[src/hw/fid_pkg.sv]
package fid_pkg;
  // instruction word and program counter widths
  localparam int IW = 14;
  localparam int PCW = 13;
  // four oscillator periods make one instruction cycle
  localparam int QPH = 4;
  // special file addresses
  localparam logic [6:0] F_TMR = 7'h01;
  localparam logic [6:0] F_STAT = 7'h03;
  localparam logic [6:0] F_PORT = 7'h06;
  // fixed control encodings
  localparam logic [IW-1:0] I_NOP = 14'h0000;
  localparam logic [6:0] E_RETURN = 7'h08;
  localparam logic [6:0] E_RETFIE = 7'h09;
  localparam logic [6:0] E_SLEEP = 7'h63;
  localparam logic [6:0] E_CLRWDT = 7'h64;
  // bus register byte offsets
  localparam logic [7:0] A_CTRL = 8'h00;
  localparam logic [7:0] A_STAT = 8'h04;
  localparam logic [7:0] A_PC = 8'h08;
  localparam logic [7:0] A_TMR = 8'h0C;
  // control register fields
  localparam int C_RUN = 0;
  localparam int C_PSA = 1;
  localparam int C_PS = 2;
  localparam int C_WAKE = 5;
  localparam int C_OE = 8;
  localparam logic [15:0] CTRL_RST = 16'h0003;
  // status register fields
  localparam int S_ST = 8;
  localparam int S_PCF = 16;
  localparam int S_SLP = 17;
  // status byte bits
  localparam int B_C = 0;
  localparam int B_DC = 1;
  localparam int B_Z = 2;
  localparam int B_PD = 3;
  localparam int B_TO = 4;
  localparam logic [4:0] ST_POR = 5'h18;

  typedef enum logic [1:0] {grp_byte, grp_bit, grp_lit} fid_grp_t;

  typedef enum logic [5:0] {
    op_nop, op_movwf, op_clr, op_subwf, op_decf, op_iorwf, op_andwf, op_xorwf,
    op_addwf, op_movf, op_comf, op_incf, op_decfsz, op_rrf, op_rlf, op_swapf,
    op_incfsz, op_bcf, op_bsf, op_btfsc, op_btfss, op_call, op_goto, op_movlw,
    op_retlw, op_iorlw, op_andlw, op_xorlw, op_sublw, op_addlw, op_return,
    op_retfie, op_sleep, op_clrwdt
  } fid_op_t;

  typedef enum logic [1:0] {ph_read, ph_mod, ph_exec, ph_fetch} fid_ph_t;

  // returns {carry, digit carry, sum}
  function automatic logic [9:0] fid_add(input logic [7:0] a, input logic [7:0] b,
                                         input logic cin);
    logic [4:0] lo;
    logic [8:0] full;
    lo = {1'b0, a[3:0]} + {1'b0, b[3:0]} + {4'h0, cin};
    full = {1'b0, a} + {1'b0, b} + {8'h00, cin};
    return {full[8], lo[4], full[7:0]};
  endfunction
endpackage

[src/hw/fid_sync.sv]
`timescale 1ns/1ps
module fid_sync (
  input wire logic clk_sys,
  input wire logic rst_n,
  input wire logic [7:0] d,
  output logic [7:0] q
);
  typedef struct packed {
    logic [7:0] m1;
    logic [7:0] m2;
    logic [7:0] m3;
    logic [7:0] q;
  } fid_sync_st_t;

  fid_sync_st_t s;
  fid_sync_st_t next_s;
  logic [7:0] agree;

  always_comb begin
    next_s = s;
    next_s.m1 = d;
    next_s.m2 = s.m1;
    next_s.m3 = s.m2;
    agree = ~(s.m2 ^ s.m3);
    next_s.q = (s.q & ~agree) | (s.m3 & agree);
  end

  always_ff @(posedge clk_sys or negedge rst_n) begin
    if (!rst_n) begin
      s <= '0;
    end else begin
      s <= next_s;
    end
  end

  assign q = s.q;
endmodule // fid_sync

[src/hw/fid_decode.sv]
`timescale 1ns/1ps
module fid_decode (
  input wire logic [fid_pkg::IW-1:0] ir,
  output fid_pkg::fid_grp_t grp,
  output fid_pkg::fid_op_t op,
  output logic d,
  output logic [6:0] f,
  output logic [2:0] bsel,
  output logic [7:0] k8,
  output logic [10:0] k11,
  output logic nf
);
  import fid_pkg::*;

  assign d = ir[7];
  assign f = ir[6:0];
  assign bsel = ir[9:7];
  assign k8 = ir[7:0];
  assign k11 = ir[10:0];

  always_comb begin
    grp = grp_byte;
    op = op_nop;
    case (ir[13:12])
      2'b00: begin
        if (ir[11:7] == 5'b00000) begin
          grp = grp_lit;
          case (ir[6:0])
            E_SLEEP: op = op_sleep;
            E_CLRWDT: op = op_clrwdt;
            E_RETURN: op = op_return;
            E_RETFIE: op = op_retfie;
            default: op = op_nop;
          endcase
        end else begin
          case (ir[11:8])
            4'h0: op = op_movwf;
            4'h1: op = op_clr;
            4'h2: op = op_subwf;
            4'h3: op = op_decf;
            4'h4: op = op_iorwf;
            4'h5: op = op_andwf;
            4'h6: op = op_xorwf;
            4'h7: op = op_addwf;
            4'h8: op = op_movf;
            4'h9: op = op_comf;
            4'hA: op = op_incf;
            4'hB: op = op_decfsz;
            4'hC: op = op_rrf;
            4'hD: op = op_rlf;
            4'hE: op = op_swapf;
            default: op = op_incfsz;
          endcase
        end
      end
      2'b01: begin
        grp = grp_bit;
        case (ir[11:10])
          2'b00: op = op_bcf;
          2'b01: op = op_bsf;
          2'b10: op = op_btfsc;
          default: op = op_btfss;
        endcase
      end
      2'b10: begin
        grp = grp_lit;
        op = ir[11] ? op_goto : op_call;
      end
      default: begin
        grp = grp_lit;
        case (ir[11:8])
          4'h0, 4'h1, 4'h2, 4'h3: op = op_movlw;
          4'h4, 4'h5, 4'h6, 4'h7: op = op_retlw;
          4'h8: op = op_iorlw;
          4'h9: op = op_andlw;
          4'hA: op = op_xorlw;
          4'hC, 4'hD: op = op_sublw;
          4'hE, 4'hF: op = op_addlw;
          default: op = op_nop;
        endcase
      end
    endcase
    // clearing the accumulator names no file register
    nf = (grp == grp_bit) || (grp == grp_byte && !(op == op_clr && !ir[7]));
  end
endmodule // fid_decode

[src/hw/fid_core.sv]
`timescale 1ns/1ps
// How it works
// - each instruction is one 14-bit word: opcode plus operand fields
// - every word falls in exactly one group: byte, bit, or literal/control
// - byte ops: d=0 sends result to accumulator, d=1 back to file
// - the 7-bit file address reaches locations 0x00 to 0x7F of one bank
// - bit ops pick one bit of the addressed 8-bit file register
// - literal ops use an 8-bit constant or an 11-bit jump target
// - one instruction cycle is four clock phases
// - one cycle per instruction; taken skip or jump adds a no-op cycle
// - file register is read first, then modified, then stored
// - reading the port, even to clear it, refreshes the change latch
// - don't-care bits are ignored when decoding
// - byte format: opcode on top, d in bit 7, file address below
// - standby word 0x0063 takes one cycle and sets time-out, clears power-down
// - port reads sample synchronised pin levels, not the output latch
// - writing the timer clears the prescaler when it is assigned to it
module fid_core (
  input wire logic clk_sys,
  input wire logic nrst,
  input wire logic hsel,
  input wire logic [7:0] haddr,
  input wire logic [1:0] htrans,
  input wire logic hwrite,
  input wire logic [2:0] hsize,
  input wire logic [31:0] hwdata,
  input wire logic hready,
  output logic [31:0] hrdata,
  output logic hreadyout,
  output logic hresp,
  output logic [fid_pkg::PCW-1:0] prog_addr,
  input wire logic [fid_pkg::IW-1:0] prog_word,
  input wire logic [7:0] port_b_in,
  output logic [7:0] port_b_out,
  output logic [7:0] port_b_oe
);
  import fid_pkg::*;

  typedef struct packed {
    fid_ph_t ph;
    logic [PCW-1:0] pc;
    logic [PCW-1:0] tgt;
    logic [IW-1:0] ir;
    logic [7:0] w;
    logic [4:0] st;
    logic [7:0] tmr;
    logic [7:0] pre;
    logic [7:0] lat;
    logic [3:0] cmp;
    logic pcf;
    logic slp;
    logic flush;
    logic skip;
    logic [2:0] sp;
    logic [7:0] rdat;
    logic [15:0] ctrl;
    logic wpend;
    logic [7:0] waddr;
    logic [31:0] rdata;
    logic rdy;
    logic resp;
  } fid_core_st_t;

  localparam fid_core_st_t ST_RST = '{
    ph: ph_read,
    ir: I_NOP,
    st: ST_POR,
    ctrl: CTRL_RST,
    rdy: 1'b1,
    default: '0
  };

  fid_core_st_t s;
  fid_core_st_t next_s;
  logic [1:0] rsync;
  logic rst_n;

  logic [7:0] mem [0:127];
  logic [PCW-1:0] stk [0:7];
  logic mem_we;
  logic [7:0] mem_d;
  logic stk_we;

  fid_grp_t grp;
  fid_op_t op;
  logic d;
  logic [6:0] f;
  logic [2:0] bsel;
  logic [7:0] k8;
  logic [10:0] k11;
  logic nf;
  logic [7:0] pins;

  logic [7:0] src;
  logic [7:0] res;
  logic [9:0] sum;
  logic [8:0] ptop;
  logic wf;
  logic ww;
  logic zf;
  logic cf;
  logic tk;
  logic jmp;
  logic bus_go;

  // reset release through two flops
  always_ff @(posedge clk_sys or negedge nrst) begin
    if (!nrst) begin
      rsync <= 2'b00;
    end else begin
      rsync <= {rsync[0], 1'b1};
    end
  end
  assign rst_n = rsync[1];

  fid_decode u_dec (
    .ir(s.ir),
    .grp(grp),
    .op(op),
    .d(d),
    .f(f),
    .bsel(bsel),
    .k8(k8),
    .k11(k11),
    .nf(nf)
  );

  fid_sync u_sync (
    .clk_sys(clk_sys),
    .rst_n(rst_n),
    .d(port_b_in),
    .q(pins)
  );

  always_comb begin
    next_s = s;
    mem_we = 1'b0;
    mem_d = 8'h00;
    stk_we = 1'b0;
    src = (grp == grp_lit) ? k8 : s.rdat;
    res = src;
    sum = 10'h000;
    wf = (grp == grp_byte) & d;
    ww = (grp == grp_byte) & ~d;
    zf = 1'b0;
    cf = 1'b0;
    tk = 1'b0;
    jmp = 1'b0;
    ptop = (9'h002 << s.ctrl[C_PS +: 3]) - 9'h001;
    bus_go = hsel & hready & htrans[1];

    // bus write data phase
    if (s.wpend) begin
      case (s.waddr)
        A_CTRL: begin
          next_s.ctrl = hwdata[15:0];
          if (hwdata[C_WAKE]) begin
            next_s.slp = 1'b0;
          end
        end
        A_STAT: begin
          if (hwdata[S_PCF]) begin
            next_s.pcf = 1'b0;
          end
        end
        default: ;
      endcase
    end
    next_s.wpend = bus_go & hwrite;
    next_s.waddr = haddr;
    if (bus_go & ~hwrite) begin
      case (haddr)
        A_CTRL: next_s.rdata = {16'h0000, s.ctrl};
        A_STAT: next_s.rdata = {14'h0000, s.slp, s.pcf, 3'b000, s.st, s.w};
        A_PC: next_s.rdata = {2'b00, s.ir, 3'b000, s.pc};
        A_TMR: next_s.rdata = {16'h0000, s.pre, s.tmr};
        default: next_s.rdata = 32'h0000_0000;
      endcase
    end

    // port change flag, set wins over a clear
    if (pins[7:4] != s.cmp) begin
      next_s.pcf = 1'b1;
    end
    if (s.pcf) begin
      next_s.slp = 1'b0;
    end

    // instruction cycle: halts only on a cycle boundary
    if (s.ph != ph_read || (s.ctrl[C_RUN] && !s.slp)) begin
      case (s.ph)
        ph_read: begin
          next_s.ph = ph_mod;
          if (nf) begin
            case (f)
              F_TMR: next_s.rdat = s.tmr;
              F_STAT: next_s.rdat = {3'b000, s.st};
              F_PORT: begin
                next_s.rdat = pins;
                next_s.cmp = pins[7:4];
              end
              default: next_s.rdat = mem[f];
            endcase
          end
        end
        ph_mod: begin
          next_s.ph = ph_exec;
        end
        ph_exec: begin
          next_s.ph = ph_fetch;
          case (op)
            op_movwf: res = s.w;
            op_clr: begin
              res = 8'h00;
              zf = 1'b1;
            end
            op_subwf, op_sublw: begin
              sum = fid_add(src, ~s.w, 1'b1);
              res = sum[7:0];
              zf = 1'b1;
              cf = 1'b1;
              ww = ww | (op == op_sublw);
            end
            op_addwf, op_addlw: begin
              sum = fid_add(src, s.w, 1'b0);
              res = sum[7:0];
              zf = 1'b1;
              cf = 1'b1;
              ww = ww | (op == op_addlw);
            end
            op_andwf, op_andlw: begin
              res = src & s.w;
              zf = 1'b1;
              ww = ww | (op == op_andlw);
            end
            op_iorwf, op_iorlw: begin
              res = src | s.w;
              zf = 1'b1;
              ww = ww | (op == op_iorlw);
            end
            op_xorwf, op_xorlw: begin
              res = src ^ s.w;
              zf = 1'b1;
              ww = ww | (op == op_xorlw);
            end
            op_movf: zf = 1'b1;
            op_comf: begin
              res = ~src;
              zf = 1'b1;
            end
            op_incf, op_incfsz: begin
              res = src + 8'h01;
              zf = (op == op_incf);
              tk = (op == op_incfsz) && (res == 8'h00);
            end
            op_decf, op_decfsz: begin
              res = src - 8'h01;
              zf = (op == op_decf);
              tk = (op == op_decfsz) && (res == 8'h00);
            end
            op_rrf: begin
              res = {s.st[B_C], src[7:1]};
              next_s.st[B_C] = src[0];
            end
            op_rlf: begin
              res = {src[6:0], s.st[B_C]};
              next_s.st[B_C] = src[7];
            end
            op_swapf: res = {src[3:0], src[7:4]};
            op_bcf, op_bsf: begin
              res[bsel] = (op == op_bsf);
              wf = 1'b1;
            end
            op_btfsc: tk = ~src[bsel];
            op_btfss: tk = src[bsel];
            op_call: begin
              stk_we = 1'b1;
              next_s.sp = s.sp + 3'h1;
              next_s.tgt = {2'b00, k11};
              jmp = 1'b1;
            end
            op_goto: begin
              next_s.tgt = {2'b00, k11};
              jmp = 1'b1;
            end
            op_movlw, op_retlw: begin
              ww = 1'b1;
              if (op == op_retlw) begin
                next_s.sp = s.sp - 3'h1;
                next_s.tgt = stk[s.sp - 3'h1];
                jmp = 1'b1;
              end
            end
            op_return, op_retfie: begin
              next_s.sp = s.sp - 3'h1;
              next_s.tgt = stk[s.sp - 3'h1];
              jmp = 1'b1;
            end
            op_sleep: begin
              next_s.st[B_TO] = 1'b1;
              next_s.st[B_PD] = 1'b0;
              next_s.slp = 1'b1;
            end
            op_clrwdt: begin
              next_s.st[B_TO] = 1'b1;
              next_s.st[B_PD] = 1'b1;
            end
            default: ;
          endcase
          if (wf) begin
            case (f)
              F_TMR: begin
                next_s.tmr = res;
                if (!s.ctrl[C_PSA]) begin
                  next_s.pre = 8'h00;
                end
              end
              F_STAT: next_s.st[2:0] = res[2:0];
              F_PORT: next_s.lat = res;
              default: begin
                mem_we = 1'b1;
                mem_d = res;
              end
            endcase
          end
          if (ww) begin
            next_s.w = res;
          end
          if (zf) begin
            next_s.st[B_Z] = (res == 8'h00);
          end
          if (cf) begin
            next_s.st[B_C] = sum[9];
            next_s.st[B_DC] = sum[8];
          end
          next_s.flush = tk | jmp;
          next_s.skip = tk;
        end
        ph_fetch: begin
          next_s.ph = ph_read;
          next_s.flush = 1'b0;
          next_s.skip = 1'b0;
          if (s.flush) begin
            next_s.ir = I_NOP;
            if (s.skip) begin
              next_s.pc = s.pc + 13'h0001;
            end else begin
              next_s.pc = s.tgt;
            end
          end else begin
            next_s.ir = prog_word;
            next_s.pc = s.pc + 13'h0001;
          end
          if (s.ctrl[C_PSA]) begin
            next_s.tmr = s.tmr + 8'h01;
          end else if ({1'b0, s.pre} >= ptop) begin
            next_s.pre = 8'h00;
            next_s.tmr = s.tmr + 8'h01;
          end else begin
            next_s.pre = s.pre + 8'h01;
          end
        end
        default: next_s.ph = ph_read;
      endcase
    end
  end

  always_ff @(posedge clk_sys or negedge rst_n) begin
    if (!rst_n) begin
      s <= ST_RST;
    end else begin
      s <= next_s;
    end
  end

  // file register and return stack storage
  always_ff @(posedge clk_sys) begin
    if (mem_we) begin
      mem[f] <= mem_d;
    end
    if (stk_we) begin
      stk[s.sp] <= s.pc;
    end
  end

  assign hrdata = s.rdata;
  assign hreadyout = s.rdy;
  assign hresp = s.resp;
  assign prog_addr = s.pc;
  assign port_b_out = s.lat;
  assign port_b_oe = s.ctrl[C_OE +: 8];
endmodule // fid_core

[config.mk]
export PLATFORM = sky130hd
export DESIGN_NAME = fid_core
export DESIGN_NICKNAME = d
export VERILOG_FILES = /design/src/hw/fid_pkg.sv /design/src/hw/fid_sync.sv /design/src/hw/fid_decode.sv /design/src/hw/fid_core.sv
export SDC_FILE = /design/constraint.sdc
export NUM_CORES = 2
export LEC_CHECK = 0
export BUFFER_PORTS_ARGS = -buffer_cell sky130_fd_sc_hd__clkbuf_2
export CAP_MARGIN = 25
export CORE_ASPECT_RATIO = 0.8
export CORE_UTILIZATION = 40
export CTS_CLUSTER_SIZE = 20
export DETAILED_ROUTE_END_ITERATION = 8
export SYNTH_ARGS = -nofsm -noshare
export SYNTH_HDL_FRONTEND = slang
export SYNTH_SLANG_ARGS = --single-unit
[constraint.sdc]
create_clock -name clk_sys -period 7.27 [get_ports clk_sys]
set_input_delay 0 -clock clk_sys [delete_from_list [all_inputs] [get_ports clk_sys]]
set_output_delay 0 -clock clk_sys [all_outputs]
set_load 0.005 [all_outputs]
* After elaboration in Yosys (flattened, before gate mapping)
Memories as Yosys holds them, arrays and structs flattened. Index checks and enable logic that the tools add are counted.
Storage, ports and cells: bits in writable memories 1128, word-level logic and storage cells 289, input bits 72, memory bits (read-only) 160, memories kept 4, output and inout bits 63, bits in registers 189
Memories:
- mem | depth 128, bits a word 8, read ports 1, clocked after memory_dff 0, write ports 1, line fid_core.sv:78 | logic [7:0] mem [0:127];
- stk | depth 8, bits a word 13, read ports 1, clocked after memory_dff 0, write ports 1, line fid_core.sv:79 | logic [PCW-1:0] stk [0:7];
- (name not given) | depth 16, bits a word 5, read ports 1, clocked after memory_dff 0, write ports 0, line fid_decode.sv:36 | case (ir[11:8])
- (name not given) | depth 16, bits a word 5, read ports 1, clocked after memory_dff 0, write ports 0, line fid_decode.sv:71 | case (ir[11:8])
Cells by class: shift-type cells 1, bitwise gates (word level) 26, order comparisons 3, $add $sub $neg 14, eq/ne operators 60, muxes and demuxes 89, reduce and logical (&&, ||, !) cells 64
Operators by type and width (count):
- 2-to-1 mux 8 bit | 15
- one-hot mux 30 bit (4 select lines) | 1
- one-hot mux 8 bit (14 select lines) | 1
- equality test 6 x 5 -> 1 bit (second input constant) | 16
- equality test 6 x 4 -> 1 bit (second input constant) | 8
- logical NOT 8 bit | 5
- 2-to-1 mux 13 bit | 3
- one-hot mux 13 bit (3 select lines) | 1
- 2-to-1 mux 1 bit | 37
- inverter 8 bit | 4
- one-hot mux 16 bit (2 select lines) | 1
- 2-to-1 mux 14 bit | 2
- 2-to-1 mux 27 bit | 1
- adder 8 x 1 -> 8 bit (second input constant) | 3
- bitwise AND 8 bit | 3
- equality test 6 x 3 -> 1 bit (second input constant) | 4
- one-hot mux 6 bit (4 select lines) | 1
- one-hot mux 8 bit (3 select lines) | 1
- AND reduction 4 bit | 6
- OR reduction 2 bit | 11
- one-hot mux 10 bit (2 select lines) | 1
- nonzero test 2 bit | 10
- adder 8 x 8 -> 9 bit | 2
- one-hot mux 3 bit (3 select lines) | 2
- other kinds (60) | 118

* Depth between registers and ports, before layout
depth after elaboration 14, mapped depth 19, gate-level depth less buffers 18

* Modules after synthesis
From an unflattened synthesis, not the netlist that was laid out.
Second synthesis, totals: cells, all modules 3613, area total of the unflattened synthesis 53819.1 µm²
Modules (own cells, without submodules):
- fid_core | seq. area each 37729.9 µm², area an instance 52081.2 µm², instances 1, cells each 3461
- fid_sync | seq. area each 800.8 µm², area an instance 950.9 µm², instances 1, cells each 48
- fid_decode | seq. area each 0.0 µm², area an instance 787.0 µm², instances 1, cells each 104

* Least setup slack after synthesis
Ideal clock, no wire load.
path kind reg2reg, from reg s[127] (netlist bit), to mem mem[0][1], data pin, cell stages (with the launch flop) 14, arrival 7805 ps, slack -1687 ps, data required time 6118 ps, library setup time 1152 ps, period minus slack after synthesis 8957 ps, buffers on the path 1, cells stage by stage dfrtp_1 > inv_1 > ha_1 > buf_2 > nor2b_1 > a31oi_2 > mux2i_1 > inv_1 > ha_1 > inv_1 > fa_1 > o221ai_1 > nor4_2 > nor3_1
On the way: longest elaborated chain between the ends 13, elaborated cells on any way between the ends 59, those cells by class 5 x add/sub; 25 x eq/ne; 14 x mux; 5 x bitwise; 10 x reduce/logical
Ends and longest elaborated chain:
- start, declared | line fid_core.sv:73 | fid_core_st_t s;
- start signal, assigned | line fid_core.sv:372 | s <= next_s;
- equality test 2 x 1 -> 1 bit / logical NOT 2 bit (equally long branches) | line fid_decode.sv:24 | case (ir[13:12])
- one-hot mux 2 bit (2 select lines) | line fid_decode.sv:24
- equality test 2 bit | line fid_core.sv:140 | src = (grp == grp_lit) ? k8 : s.rdat;
- 2-to-1 mux 8 bit | line fid_core.sv:140
- adder 8 x 8 -> 9 bit | line fid_pkg.sv:59 | full = {1'b0, a} + {1'b0, b} + {8'h00, cin};
- adder 9 x 1 -> 9 bit | line fid_pkg.sv:59
- one-hot mux 8 bit (14 select lines) | line fid_core.sv:211 | case (op)
- 2-to-1 mux 8 bit | line fid_core.sv:191 | case (s.ph)
- 2-to-1 mux 8 bit | line fid_core.sv:190 | if (s.ph != ph_read || (s.ctrl[C_RUN] && !s.slp)) begin
- 2-to-1 mux 8 bit | line fid_core.sv:311 | case (f)
- 2-to-1 mux 8 bit * | line fid_core.sv:310 | if (wf) begin
- 2-to-1 mux 8 bit * | line fid_core.sv:191
- 2-to-1 mux 8 bit * | line fid_core.sv:190
- named net mem_d[1] | line fid_core.sv:81 | logic [7:0] mem_d;
- end, declared | line fid_core.sv:78
Mark *: on every way through the listed nets, which the timed path passes. The rest lies on a longest branch. The select of a mux whose other input is x is not followed.

* Worst setup path after layout
from reg s[118] (netlist bit), to mem mem[41][2], enable pin
On the way: longest elaborated chain between the ends 14, elaborated cells on any way between the ends 23, those cells by class 9 x eq/ne; 12 x mux; 2 x reduce/logical
Ends and longest elaborated chain:
- equality test 7 x 4 -> 1 bit / equality test 7 bit (equally long branches) | line fid_decode.sv:28 | case (ir[6:0])
- one-hot mux 6 bit (4 select lines) | line fid_decode.sv:28
- 2-to-1 mux 6 bit | line fid_decode.sv:26 | if (ir[11:7] == 5'b00000) begin
- one-hot mux 6 bit (3 select lines) | line fid_decode.sv:24
- equality test 6 x 5 -> 1 bit | line fid_core.sv:211
- OR reduction 2 bit | line fid_core.sv:211
- 2-to-1 mux 1 bit | line fid_core.sv:211
- 2-to-1 mux 1 bit | line fid_core.sv:191
- 2-to-1 mux 1 bit | line fid_core.sv:190
- 2-to-1 mux 1 bit | line fid_core.sv:310
- 2-to-1 mux 1 bit | line fid_core.sv:191
- 2-to-1 mux 1 bit | line fid_core.sv:190
- 2-to-1 mux 1 bit | line fid_core.sv:378 | if (mem_we) begin
- 2-to-1 mux 1 bit (implied by the code) | line fid_core.sv:379 | mem[f] <= mem_d;
Several ways; a longest one is shown, not always the timed one. The select of a mux whose other input is x is not followed.

==> impl_results.md <==
* Post-synth top area cell: edfxtp_1
* Die area at 140000 um^2
* Crit path cell chain: or4b_4 > nor4_1 > a221o_1 > and2_1 > buf_4 > xnor2_1 > o22ai_2 > nand2_1 > nor2_1 > buf_4 > nand2_1 > buf_4 > nor2_1
* IO Pins at 135
* F_max at 171 MHz
* First-pass DRT Iterations at 7
* Setup TNS Final at 0 ns
* Synth top area share at 0.611
* Synth area leaders: edfxtp_1 (61%), mux4_2 (14%), dfrtp_1 (8.3%)
* Post-Syn Area at 55400 um^2
* Post-synth ARST share at 0.142
* Nets at 3488
* Setup violators final at 0
* WL final at 141 mm
* Cells after synthesis at 3177
* Area grow syn2layout at 13.2%
* Worst hold path class: input port to flip-flop
* CP required at 7.65 ns
* Final ANT Viol Nets at 0
* Clock buffer depth at 3
* Max VDD drop at 0.276 mV
* Mapped Avg Cell Area at 17.4 um^2
* Sequential group share of total power at 0.383
* H-tree depth at 3
* CTS Buf Count at 119
* Worst Setup End Kind: flip-flop
* Initial antenna violation count at 5
* CP Data Arrival Time at 6.24 ns
* Lkg Pwr at 21.5 nW
* Max FO, Critical Path at 24
* HPWL Detailed at 88.3 mm
* Power density over cell area at 394 nW/um^2
* Status: finished, final reports clean
* CTS root buf: clkbuf_16
* Core Area at 137000 um^2
* Post_cts resized at 0
* Psw at 9.07 mW
* Row cnt at 121
* Sink Count at 1314
* First-pass GRT wire length at 208 mm
* Vias in the first global route at 29949
* Worst-path clk slew at 0.06 ns
* Multi-input gate area at 15700 um^2
* Chip Height at 335 um
* Layout Cells excl Fill at 5302
* Max-slew violation count at 0
* CTS tree: done
* Main flop type after synthesis: edfxtp_1
* Sequential element share of the synthesized area at 0.696
* Total Power Consumption at 24.7 mW
* Final min period at 5.87 ns
* CP Launch Type: flip-flop
* Hold Violations, Final at 0
* Clock Power Share at 0.253
* GR Overflow Total at 0
* Placer Congestion at 0.952
* Ratio of cells with drive above 1 in the final layout at 0.230
* Seq. cell area at 38600 um^2
* Via/cell ratio at 5.73
* Internal power at 15.6 mW
* Logic gate share of total power at 0.364
* CP peak stage delay at 0.79 ns
* Via count at 30395
* Final worst-path cycle share at 0.807
* Fill count at 11645
* IO buf count at 111
* Synth warn at 0
* DR WL/cell at 26.6 um
* Die width at 418 um
* Max-capacitance violation count at 0
* Cells after DPL at 5002
* CP dominant cell by count: buf_4
* Worst-Margin Slew at 1.06 ns
* Drt drc at 0
* DRT iter0 DRCs at 3580
* Slowest cell on crit path: nor2_1
* Clock Latency Late Sink at 0.78 ns
* RSZ-0062 raised after global routing: false
* Yosys reg bits at 1314
* Gr usage total at 0.202
* Synth cell types at 95
* Largest net degree at the start of global routing at 164
* Initial core utilization at 0.405
* Sw frac at 0.367
* Slew margin rel. at 0.293
* WP buf/inv at 3
* Post-synth EDFFs at 1128
* Final Skew at 0.0471 ns
* CP top delay family: simple AND/OR/NAND/NOR gates
* Crit path kind: flip-flop to flip-flop
per-stage QoR:
stage / hold slack (ns) / cell area [um^2] / worst slack (ns) / util
5_1_grt: 0.0387 / 62700 / 1.20 / 0.458
6_report: 0.0628 / 62700 / 1.40 / 0.458
4_1_cts: 0.00796 / 62600 / 1.38 / 0.458
3_5_place_dp: -0.211 / 58000 / 1.38 / 0.424
3_3_place_gp: -0.212 / 58000 / 1.48 / 0.424
2_1_floorplan: -0.296 / 55500 / 0.812 / -
power groups by stage:
stage	Combinational, mW	Clock, mW	Sequential [mW]
after global placement	8.81	0	9.64
after CTS	8.88	6.37	9.48
after global routing	9.55	6.64	9.50
after detailed placement	8.82	0	9.64
after floorplan	6.01	0	9.23
final	8.99	6.26	9.46
worst paths after layout:
path                       startpoint                 to  slack, ns  cells past startpoint
setup / recovery               s[118]         mem[41][2]       1.40                     13
hold / removal              hwdata[4]              s[47]       0.06                      4
setup reg to reg               s[118]         mem[41][2]       1.40                     13
hold reg to reg              rsync[1]  u_sync.next_s[17]       0.21                      0
max in group asynchronous    rsync[1]             s[119]       5.66                      1
min in group asynchronous        nrst           rsync[0]       0.12                      3
cells in the final DEF (no fill, tap or decap), types with 18 or more instances in the layout:
master and instances:
nand3b_1 18, clkbuf_16 124, ha_1 52, dlygate4sd3_1 78, nand4_1 18, a22o_1 30, conb_1 29, clkinv_2 18
clkinv_1 23, o21ai_0 122, inv_1 42, o22ai_1 21, a21oi_1 91, clkbuf_1 26, dfrtp_1 175, mux4_2 350
nand3_1 46, nor3_1 29, mux2_2 32, edfxtp_1 1128, buf_4 69, mux2i_1 57, nor2_1 244, clkbuf_2 111
nand2_1 169, a211oi_1 20
state kept, by name, indices dropped and copies added, names as in the netlist, named ones only:
register / flops
u_sync.s: 8
stk: 104
s: 93
mem: 1024
port_b_oe: 8
rsync: 2
hrdata: 30
prog_addr: 13
port_b_out: 8
u_sync.next_s: 16
layer usage:
| layer | GRT usage | up-vias | part of all wire |
|---|---|---|---|
| met1 | 0.315 | 16061 | 0.46 |
| met5 | 0 | - | 0.00012 |
| met2 | 0.291 | 1115 | 0.44 |
| li1 | - | 13003 | - |
| met4 | 0.0523 | 2 | 0.024 |
| met3 | 0.0334 | 214 | 0.071 |
synth_stat cells (11+ instances only):
master    count
mux2_2       32
dfrtp_1     183
a31oi_1      13
buf_1        32
xor2_1       11
mux4_2      350
nor3_1       34
clkbuf_1    105
nand2b_1     14
o21ai_0     122
a21oi_1      92
inv_1        42
xnor2_1      12
a22o_1       30
nand2_1     169
nor2b_1      15
ha_1         52
buf_4        65
o22ai_1      21
mux2i_1      57
and2_1       15
a211oi_1     20
buf_2        29
nor4_1       12
nand4_1      18
nor2_1      248
nand3b_1     18
edfxtp_1   1128
nand3_1      46
area by class of cell:
cell class | count | share of cell area
sequential | 1314 | 0.615
tap | 1845 | 0.0368
timing repair buffer | 273 | 0.0339
multi-input combinational | 1608 | 0.250
clock inverter | 57 | 0.00874
antenna | 1 | 0.0000399
clock buffer | 158 | 0.0526
inverter | 46 | 0.00275
cell families (layout without fill, tap and decap cells):
kind of cell    count (synthesis)  count (layout)  share of synthesized area
compound gates                416             416                     0.0492
xor+xnor                       23              23                    0.00364
fa+ha+maj                      62              62                     0.0139
buf+inv                       282             534                     0.0248
flops                        1314            1314                      0.696
mux                           439             439                      0.159
other cells                     2              30                   0.000136
simple gates                  639             639                     0.0536
worst register-to-register path, cell delays in order (launching register included):
cell	delay, ns
dfrtp_4	0.71
or4b_4	0.69
nor4_1	0.29
a221o_1	0.20
and2_1	0.13
buf_4	0.30
xnor2_1	0.19
o22ai_2	0.34
nand2_1	0.36
nor2_1	0.29
buf_4	0.25
nand2_1	0.51
buf_4	0.45
nor2_1	0.80
timing repair:
action,CTS,global route
hold buffers,78,0
buffers inserted,0,0
hold endpoints to repair,81,0
Power figures use the tool's default switching activity.
